`config.mk`:
```
export PLATFORM = sky130hd
export DESIGN_NAME = adcm_top
export DESIGN_NICKNAME = d
export VERILOG_FILES = /design/src/hw/adcm_pkg.sv /design/src/hw/adcm_conv.sv /design/src/hw/adcm_top.sv
export SDC_FILE = /design/constraint.sdc
export NUM_CORES = 1
export LEC_CHECK = 0
export BUFFER_PORTS_ARGS = -buffer_cell sky130_fd_sc_hd__buf_2
export CORE_UTILIZATION = 45
export CTS_BUF_LIST = sky130_fd_sc_hd__clkbuf_4
export DETAILED_ROUTE_END_ITERATION = 7
export PLACE_DENSITY = 0.67
export SLEW_MARGIN = 20
export SYNTH_ARGS = -nofsm -noshare
export SYNTH_HDL_FRONTEND = slang
export SYNTH_SLANG_ARGS = --single-unit
```
`constraint.sdc`:
```
create_clock -name SYS_CLK_I -period 2.3 [get_ports SYS_CLK_I]
set_clock_uncertainty 0.05 [all_clocks]
set_input_delay 0.115 -clock SYS_CLK_I [delete_from_list [all_inputs] [get_ports SYS_CLK_I]]
set_output_delay 0.115 -clock SYS_CLK_I [all_outputs]
set_load 0.1 [all_outputs]
```
`src/hw/adcm_pkg.sv`:
```
/*
 * Constants, types and helpers shared by the converter control block.
 * Assumes one 50 MHz system clock with a synchronous active-high reset.
 */
// ************************************************************
// Overview of operation
// - select codes 01..10 pick inputs 0..15, code 11 the internal source
// - stop input high powers down the converter; low leaves it running
// - end-of-conversion rises when done; result is valid from that edge
// - each result is a 12-bit parallel word
// - single mode converts once per trigger, then waits for the next
// - continuous mode restarts conversions without triggers until left
// - one channel, or a scanned ordered sequence stepping the select
// - watchdog flags any result outside the programmed low/high window
// - converter clock is derived from the system clock
// - result and end flag arrive 13 converter clocks after start
// - acquisition takes the first converter clock of a conversion
// ************************************************************
package adcm_pkg;

	// ************************************************************
	// timing
	// ************************************************************
	localparam int unsigned SYS_CLK_HZ      = 50_000_000;
	localparam int unsigned TEMP_SAMPLE_NS  = 10_000;
	localparam int unsigned TEMP_SAMPLE_CYC = (TEMP_SAMPLE_NS * (SYS_CLK_HZ / 1_000_000) + 999) / 1000;
	localparam logic [3:0]  CONV_TICKS      = 4'hD;
	localparam logic [3:0]  ACQ_TICKS       = 4'h1;

	// ************************************************************
	// channel codes
	// ************************************************************
	localparam logic [4:0] CH_EXT_FIRST = 5'h01;
	localparam logic [4:0] CH_EXT_LAST  = 5'h10;
	localparam logic [4:0] CH_INTERNAL  = 5'h11;

	// ************************************************************
	// register map, fields, reset values
	// ************************************************************
	localparam logic [7:0] REG_CTRL   = 8'h00;
	localparam logic [7:0] REG_SEQ    = 8'h04;
	localparam logic [7:0] REG_CLKDIV = 8'h08;
	localparam logic [7:0] REG_WDG    = 8'h0C;
	localparam logic [7:0] REG_RESULT = 8'h10;
	localparam logic [7:0] REG_STATUS = 8'h14;
	localparam logic [7:0] REG_MASK   = 8'h18;
	localparam logic [7:0] REG_STATE  = 8'h1C;

	localparam int unsigned CTRL_CONT  = 0;
	localparam int unsigned CTRL_SCAN  = 1;
	localparam int unsigned CTRL_DISC  = 2;
	localparam int unsigned CTRL_START = 3;
	localparam int unsigned CTRL_DLEN  = 4;
	localparam int unsigned SEQ_FIRST  = 0;
	localparam int unsigned SEQ_LAST   = 8;
	localparam int unsigned WDG_LOW    = 0;
	localparam int unsigned WDG_HIGH   = 16;
	localparam int unsigned RES_CH     = 16;
	localparam int unsigned ST_EOC     = 0;
	localparam int unsigned ST_WDG     = 1;
	localparam int unsigned ST_SEQ     = 2;

	localparam logic [7:0]  CLKDIV_RST   = 8'h03;
	localparam logic [11:0] WDG_LOW_RST  = 12'h000;
	localparam logic [11:0] WDG_HIGH_RST = 12'hFFF;

	// ************************************************************
	// types and helpers
	// ************************************************************
	typedef enum logic [1:0] {CV_IDLE, CV_ACQ, CV_CONV} adcm_cv_state_t;
	typedef enum logic [0:0] {SQ_IDLE, SQ_BUSY} adcm_sq_state_t;

	// legal select codes run from the first external input to the internal one
	function automatic logic valid_channel(input logic [4:0] ch);
		return (ch >= CH_EXT_FIRST) && (ch <= CH_INTERNAL);
	endfunction

endpackage

```
`src/hw/adcm_conv.sv`:
```
/*
 * Converter core: acquisition and conversion timing, result and end flag.
 * Assumes tick_i is a one-cycle strobe per converter clock from the divider.
 */
`timescale 1ns/10ps
module adcm_conv
	import adcm_pkg::*;
(
	// clock and reset
	input  wire logic        clk_i,
	input  wire logic        rst_i,
	// control
	input  wire logic        tick_i,
	input  wire logic        start_i,
	input  wire logic        halt_i,
	input  wire logic [11:0] sample_i,
	// result
	output logic             busy_o,
	output logic             eoc_o,
	output logic [11:0]      result_o
);
	import adcm_pkg::*;

	localparam logic [3:0] LAST_CNT = CONV_TICKS - ACQ_TICKS;

	typedef struct packed {
		adcm_cv_state_t state;
		logic [3:0]     cnt;
		logic [11:0]    sample;
		logic           eoc;
		logic [11:0]    result;
	} adcm_cv_st_t;

	adcm_cv_st_t s_r;
	adcm_cv_st_t s_nxt;

	// ************************************************************
	// next state
	// ************************************************************
	always_comb begin
		s_nxt = s_r;
		if (halt_i) begin
			// power-down drops any conversion; the last result is kept
			s_nxt.state = CV_IDLE;
			s_nxt.eoc   = 1'b0;
		end else begin
			unique case (s_r.state)
				CV_IDLE: begin
					if (start_i) begin
						s_nxt.state = CV_ACQ;
						s_nxt.eoc   = 1'b0;
					end
				end
				CV_ACQ: begin
					if (tick_i) begin
						s_nxt.sample = sample_i;
						s_nxt.cnt    = ACQ_TICKS;
						s_nxt.state  = CV_CONV;
					end
				end
				CV_CONV: begin
					if (tick_i) begin
						if (s_r.cnt == LAST_CNT) begin
							s_nxt.result = s_r.sample;
							s_nxt.eoc    = 1'b1;
							s_nxt.state  = CV_IDLE;
						end else begin
							s_nxt.cnt = s_r.cnt + 4'h1;
						end
					end
				end
			endcase
		end
	end

	// state register
	always_ff @(posedge clk_i) begin
		if (rst_i) begin
			s_r <= '{CV_IDLE, 4'h0, 12'h000, 1'b0, 12'h000};
		end else begin
			s_r <= s_nxt;
		end
	end

	assign busy_o   = (s_r.state != CV_IDLE);
	assign eoc_o    = s_r.eoc;
	assign result_o = s_r.result;

	// ************************************************************
	// checks
	// ************************************************************
	logic [4:0] ticks_seen_r;

	// converter clocks counted since the accepted start
	always_ff @(posedge clk_i) begin
		if (rst_i || (s_r.state == CV_IDLE && start_i)) begin
			ticks_seen_r <= 5'h00;
		end else if (busy_o && tick_i) begin
			ticks_seen_r <= ticks_seen_r + 5'h01;
		end
	end
endmodule // adcm_conv

```
`src/hw/adcm_top.sv`:
```
/*
 * Converter control block: register port, clock divider, mode sequencer,
 * analog watchdog, interrupt, and the converter core.
 * Assumes select, enable, stop and trigger come from logic on SYS_CLK_I;
 * the sampled code from the analog front end is asynchronous.
 */
// The strobed register port and the register addresses were left to the implementer.
`timescale 1ns/10ps
module adcm_top (
	// clock and reset
	input  wire logic        SYS_CLK_I,
	input  wire logic        SYS_RST_I,
	// register port
	input  wire logic [7:0]  REG_ADDR_I,
	input  wire logic [31:0] REG_WDATA_I,
	input  wire logic        REG_WR_I,
	input  wire logic        REG_RD_I,
	output logic      [31:0] REG_RDATA_O,
	// converter control from on-chip logic
	input  wire logic [4:0]  INPUT_CHANNEL_SELECT_I,
	input  wire logic        CONV_ENABLE_N_I,
	input  wire logic        STOP_I,
	input  wire logic        TRIGGER_I,
	// analog front end
	input  wire logic [11:0] SAMPLE_CODE_I,
	// result side
	output logic      [11:0] CONVERSION_RESULT_O,
	output logic             END_OF_CONV_O,
	output logic      [4:0]  ACTIVE_CHANNEL_O,
	output logic             WATCHDOG_O,
	output logic             IRQ_O
);
	import adcm_pkg::*;

	typedef struct packed {
		adcm_sq_state_t state;
		logic [11:0]    smp_meta;
		logic [11:0]    smp_sync;
		logic [7:0]     div_cnt;
		logic [7:0]     clkdiv;
		logic           tick;
		logic           start;
		logic           cont;
		logic           scan;
		logic           disc;
		logic [2:0]     dlen;
		logic [2:0]     disc_left;
		logic [4:0]     seq_first;
		logic [4:0]     seq_last;
		logic [4:0]     cur_ch;
		logic [4:0]     resume_ch;
		logic [4:0]     res_ch;
		logic [11:0]    wdg_lo;
		logic [11:0]    wdg_hi;
		logic [11:0]    result;
		logic           eoc_d;
		logic           wdg_out;
		logic [2:0]     status;
		logic [2:0]     mask;
		logic [31:0]    rdata;
	} adcm_top_st_t;

	adcm_top_st_t s_r;
	adcm_top_st_t s_nxt;
	logic         conv_busy;
	logic         conv_eoc;
	logic [11:0]  conv_result;
	logic         halt;
	logic         eoc_rise;

	// enable is active low; either one holds the converter down
	assign halt     = STOP_I | CONV_ENABLE_N_I;
	assign eoc_rise = conv_eoc & ~s_r.eoc_d;

	// ************************************************************
	// converter core
	// ************************************************************
	adcm_conv u_conv (
		.clk_i    (SYS_CLK_I),
		.rst_i    (SYS_RST_I),
		.tick_i   (s_r.tick),
		.start_i  (s_r.start),
		.halt_i   (halt),
		.sample_i (s_r.smp_sync),
		.busy_o   (conv_busy),
		.eoc_o    (conv_eoc),
		.result_o (conv_result)
	);

	// ************************************************************
	// next state
	// ************************************************************
	always_comb begin
		logic       wr_ctrl;
		logic       trig;
		logic       last;
		logic       outside;
		logic [4:0] first_ch;
		logic [4:0] step_ch;
		logic [4:0] top_ch;
		logic [2:0] set;
		logic [2:0] clr;
		wr_ctrl  = REG_WR_I && (REG_ADDR_I == REG_CTRL);
		trig     = TRIGGER_I | (wr_ctrl & REG_WDATA_I[CTRL_START]);
		step_ch  = s_r.cur_ch + 5'h01;
		top_ch   = s_r.scan ? s_r.seq_first : INPUT_CHANNEL_SELECT_I;
		first_ch = (s_r.scan && s_r.disc) ? s_r.resume_ch : top_ch;
		last     = !s_r.scan || (s_r.cur_ch == s_r.seq_last) || !valid_channel(step_ch);
		outside  = (conv_result > s_r.wdg_hi) || (conv_result < s_r.wdg_lo);
		set      = 3'h0;
		clr      = 3'h0;

		s_nxt       = s_r;
		s_nxt.start = 1'b0;
		s_nxt.rdata = 32'h0000_0000;
		s_nxt.eoc_d = conv_eoc;
		// two flops before anything looks at the front-end code
		s_nxt.smp_meta = SAMPLE_CODE_I;
		s_nxt.smp_sync = s_r.smp_meta;

		// converter clock is a strobe off the system clock, not a free source;
		// >= so that lowering the divisor mid-count does not wrap the counter
		if (s_r.div_cnt >= s_r.clkdiv) begin
			s_nxt.div_cnt = 8'h00;
			s_nxt.tick    = 1'b1;
		end else begin
			s_nxt.div_cnt = s_r.div_cnt + 8'h01;
			s_nxt.tick    = 1'b0;
		end

		// mode sequencer
		unique case (s_r.state)
			SQ_IDLE: begin
				// an illegal select code leaves the trigger without effect
				if (trig && !halt && valid_channel(first_ch)) begin
					s_nxt.start     = 1'b1;
					s_nxt.cur_ch    = first_ch;
					s_nxt.disc_left = s_r.dlen;
					s_nxt.state     = SQ_BUSY;
				end
			end
			SQ_BUSY: begin
				if (halt) begin
					s_nxt.state = SQ_IDLE;
				end else if (eoc_rise) begin
					s_nxt.result  = conv_result;
					s_nxt.res_ch  = s_r.cur_ch;
					s_nxt.wdg_out = outside;
					set[ST_EOC]   = 1'b1;
					set[ST_WDG]   = outside;
					if (!last && !(s_r.disc && s_r.disc_left == 3'h0)) begin
						// step the select to the next channel of the scan
						s_nxt.start     = 1'b1;
						s_nxt.cur_ch    = step_ch;
						s_nxt.disc_left = s_r.disc_left - 3'h1;
					end else if (!last) begin
						// discontinuous group done; resume here on next trigger
						s_nxt.resume_ch = step_ch;
						s_nxt.state     = SQ_IDLE;
					end else begin
						set[ST_SEQ]     = s_r.scan;
						s_nxt.resume_ch = s_r.seq_first;
						if (s_r.cont && valid_channel(top_ch)) begin
							s_nxt.start     = 1'b1;
							s_nxt.cur_ch    = top_ch;
							s_nxt.disc_left = s_r.dlen;
						end else begin
							s_nxt.state = SQ_IDLE;
						end
					end
				end
			end
		endcase

		// register writes
		if (REG_WR_I) begin
			unique case (REG_ADDR_I)
				REG_CTRL: begin
					s_nxt.cont = REG_WDATA_I[CTRL_CONT];
					s_nxt.scan = REG_WDATA_I[CTRL_SCAN];
					s_nxt.disc = REG_WDATA_I[CTRL_DISC];
					s_nxt.dlen = REG_WDATA_I[CTRL_DLEN +: 3];
				end
				REG_SEQ: begin
					s_nxt.seq_first = REG_WDATA_I[SEQ_FIRST +: 5];
					s_nxt.seq_last  = REG_WDATA_I[SEQ_LAST +: 5];
					s_nxt.resume_ch = REG_WDATA_I[SEQ_FIRST +: 5];
				end
				REG_CLKDIV: s_nxt.clkdiv = REG_WDATA_I[7:0];
				REG_WDG: begin
					s_nxt.wdg_lo = REG_WDATA_I[WDG_LOW +: 12];
					s_nxt.wdg_hi = REG_WDATA_I[WDG_HIGH +: 12];
				end
				REG_STATUS: clr = REG_WDATA_I[2:0];
				REG_MASK:   s_nxt.mask = REG_WDATA_I[2:0];
				default: ;
			endcase
		end
		// a new event wins over a write-one-to-clear in the same cycle
		s_nxt.status = (s_r.status & ~clr) | set;

		// register reads; data stand only in the following cycle
		if (REG_RD_I) begin
			unique case (REG_ADDR_I)
				REG_CTRL:   s_nxt.rdata = {25'h0, s_r.dlen, 1'b0, s_r.disc, s_r.scan, s_r.cont};
				REG_SEQ:    s_nxt.rdata = {19'h0, s_r.seq_last, 3'h0, s_r.seq_first};
				REG_CLKDIV: s_nxt.rdata = {24'h0, s_r.clkdiv};
				REG_WDG:    s_nxt.rdata = {4'h0, s_r.wdg_hi, 4'h0, s_r.wdg_lo};
				REG_RESULT: s_nxt.rdata = {11'h0, s_r.res_ch, 4'h0, s_r.result};
				REG_STATUS: s_nxt.rdata = {29'h0, s_r.status};
				REG_MASK:   s_nxt.rdata = {29'h0, s_r.mask};
				REG_STATE:  s_nxt.rdata = {29'h0, halt, conv_busy, s_r.state == SQ_BUSY};
				default:    s_nxt.rdata = 32'h0000_0000;
			endcase
		end
	end

	// state register
	always_ff @(posedge SYS_CLK_I) begin
		if (SYS_RST_I) begin
			s_r           <= '0;
			s_r.state     <= SQ_IDLE;
			s_r.clkdiv    <= CLKDIV_RST;
			s_r.seq_first <= CH_EXT_FIRST;
			s_r.seq_last  <= CH_EXT_LAST;
			s_r.resume_ch <= CH_EXT_FIRST;
			s_r.wdg_lo    <= WDG_LOW_RST;
			s_r.wdg_hi    <= WDG_HIGH_RST;
		end else begin
			s_r <= s_nxt;
		end
	end

	// ************************************************************
	// outputs
	// ************************************************************
	assign REG_RDATA_O         = s_r.rdata;
	assign CONVERSION_RESULT_O = conv_result;
	assign END_OF_CONV_O       = conv_eoc;
	assign ACTIVE_CHANNEL_O    = s_r.cur_ch;
	assign WATCHDOG_O          = s_r.wdg_out;
	assign IRQ_O               = |(s_r.status & s_r.mask);
endmodule // adcm_top

```
==> impl_metrics.tcl <==
set metrics [dict create \
    switching_share_pct 26.8 \
    core_um2 18100 \
    drtPass1Iterations 7 \
    path_clk_slew_ns 0.16 \
    netlist_instances 1013 \
    p_comb_share_pct 10.6 \
    hold_path_class "in -> reg" \
    synth_edf_count 0 \
    pwr-share-clk_pct 32.1 \
    power.switching_mw 1.48 \
    fmax_mhz 433 \
    fin_nets 1267 \
    synth_flop_cell "dfxtp_1" \
    yosysTopAreaCell "dfxtp_1" \
    place_area_um2 9230 \
    track_usage_pct 23.6 \
    fin_area_um2 10200 \
    synthTopCellsByArea "dfxtp_1, nand2_1, a21oi_1" \
    status "finished with violations" \
    synthXorXnorAreaFrac_pct 1.66 \
    dp_slack_ns -0.138 \
    max_cap_violations 0 \
    cts_root_buffer "clkbuf_4" \
    start_util_pct 46.4 \
    power_mw 5.51 \
    finalHoldViolations 0 \
    p_seq_share_pct 57.4 \
    ys_ff_latch 177 \
    path_class "reg -> reg" \
    rsz0062_at_grt "yes" \
    start_kind "flop" \
    boundaryPins 116 \
    cts_buffer_depth 2 \
    violations "DRC, setup timing" \
    drc_errors 16 \
    insertion_delay_ns 0.60 \
    whs_ns 0.166 \
    fin_util_pct 56.0 \
    critPathCaptureType "flop" \
    tritoncts "built" \
    required_ns 2.71 \
    core.rowCount 49 \
    grt_pass1_vias 6839 \
    grt_pass1_wl_mm 35.7 \
    gp_congestion 0.892 \
    synthDistinctLibCells 66 \
    drt-total-wl_mm 22.5 \
    ant_nets 0 \
    synth-simple-area-share_pct 21.6 \
    vias_per_cell 5.31 \
    worstPathArrival_ns 2.72 \
    htreeDepth 4 \
    syn_area_um2 8430 \
    wl_per_cell_um 16.1 \
    vias 7450 \
    fin_ws_ns -0.0113 \
    p_per_area_nw_per_um2 542 \
    slew_violations 0 \
    synth.most_common_cell "nand2_1" \
    fp.dieW_um 139 \
    synthAdderAreaFrac_pct 6.09 \
    synth.top_cell.area_share_pct 42.0 \
    overflow 0 \
    cts_made_buffers 17 \
    intPower_mw 4.03 \
    slew_headroom_pct 62.8 \
    ys_seq_area_share_pct 42.0 \
    drive_gt1_share_pct 21.9 \
    cts.sinks 177 \
    p_leak_nw 4.31 \
    yosysWarnings 0 \
    finalSetupViolations 2 \
    grt_max_degree 126 \
    synth-async-reset-ratio_pct 0 \
    crit_fanout 4 \
    synth_common_cells "nand2_1, dfxtp_1, a21oi_1" \
    synth_top_family_by_area "simple AND/OR/NAND/NOR gates" \
    worst_slew_pin_slew_ns 0.559 \
    dp_hpwl_mm 16.1 \
    antenna_found_initial 1 \
    synth.area.mux_share_pct 2.49 \
    drt_iter0_drc 715 \
    syn_to_final_growth_pct 20.5 \
    die_h_um 139 \
    syn_avg_cell_area_um2 8.32 \
    design.die.area_um2 19300 \
    ir_worst_vdd_mv 0.275 \
    io_buffer_count 101 \
    period_share_pct 100 \
    fin_crit_ns 2.31 \
    synth-compound-area-share_pct 16.7 \
]
==> state kept, by name (all words and copies together) (netlist names) <==
signal and cells:
s_r 103, REG_RDATA_O 25, u_conv.s_r 18, s_nxt 12
u_conv.result_o 12, ACTIVE_CHANNEL_O 5, WATCHDOG_O 1, u_conv.eoc_o 1
==> worst max-delay path, stage by stage (launching register included) <==
cell and delay [ns]:
dfxtp_4 0.40, ha_4 0.18, and2_4 0.15, a31oi_1 0.07
or4b_4 0.55, and3_4 0.21, o221ai_4 0.19, buf_6 0.16
mux2i_1 0.19, nor2_1 0.05
==> area by class of cell <==
type                       instances  area, µm²
multi-input combinational        692       4220
timing repair buffer             231       1650
clock buffer                      18        135
sequential                       177       3560
tap                              229        287
fill                            1687       7990
inverter                          43        161
antenna                            1       2.50
clock inverter                    12        138
==> layer usage <==
layer,part of all wire (%),wire [µm],track usage (%)
met1,47,10600,32.2
met2,45,10200,36.8
met3,5.6,1270,5.01
met4,2.2,491,8.07
met5,0,0,0
==> cells in the final DEF, fill, tap and decap left out, drive strengths merged, types with 14 or more instances in the layout <==
cell type and count:
nor3 14, nand3b 15, ha 41, nor2 45, inv 45, buf 180
nand2 204, dlygate4sd3 51, nand3 27, a21oi 118, a22oi 15, clkbuf 18
nor2b 33, dfxtp 177
==> final timing paths <==
kind	startpoint	endpoint	slack, ns	cells after the start
hold reg to reg	s_r[130]	u_conv.s_r[15]	0.39	2
hold / removal	REG_ADDR_I[4]	REG_RDATA_O[0]	0.17	6
setup reg to reg	ACTIVE_CHANNEL_O[0]	s_r[101]	-0.01	9
setup / recovery	ACTIVE_CHANNEL_O[0]	s_r[101]	-0.01	9
==> power by group through the flow <==
stage	Clock, mW	Sequential, mW	Combinational [mW]
3_5_place_dp	0	3.22	0.487
3_3_place_gp	0	3.22	0.485
5_1_grt	1.94	3.17	0.628
6_report	1.77	3.16	0.583
2_1_floorplan	0	3.20	0.330
4_1_cts	1.80	3.16	0.556
==> kinds of logic after synthesis <==
family	after synthesis
simple gates	390
compound gates	218
flops	177
mux	20
buf+inv	150
other cells	1
xor+xnor	16
fa+ha+maj	41
==> per-stage QoR <==
| step | setup TNS (ns) | cells |
|---|---|---|
| after floorplan | 0 | 1019 |
| after global placement | -0.121 | 1316 |
| after detailed placement | -0.536 | 1316 |
| after CTS | -0.00130 | 1398 |
| after global routing | -0.658 | 1403 |
| final | -0.0199 | 1403 |
==> repair_timing <==
action | in CTS | in global routing
endpoints found under the hold margin | 78 | 0
hold buffers | 51 | 0
gates resized for setup | 10 | 21
endpoints found under the setup margin | 11 | 22
pin swaps | 2 | 11
gates cloned | 1 | 0
setup buffers | 0 | 4
(Power assumes the default switching activity.)
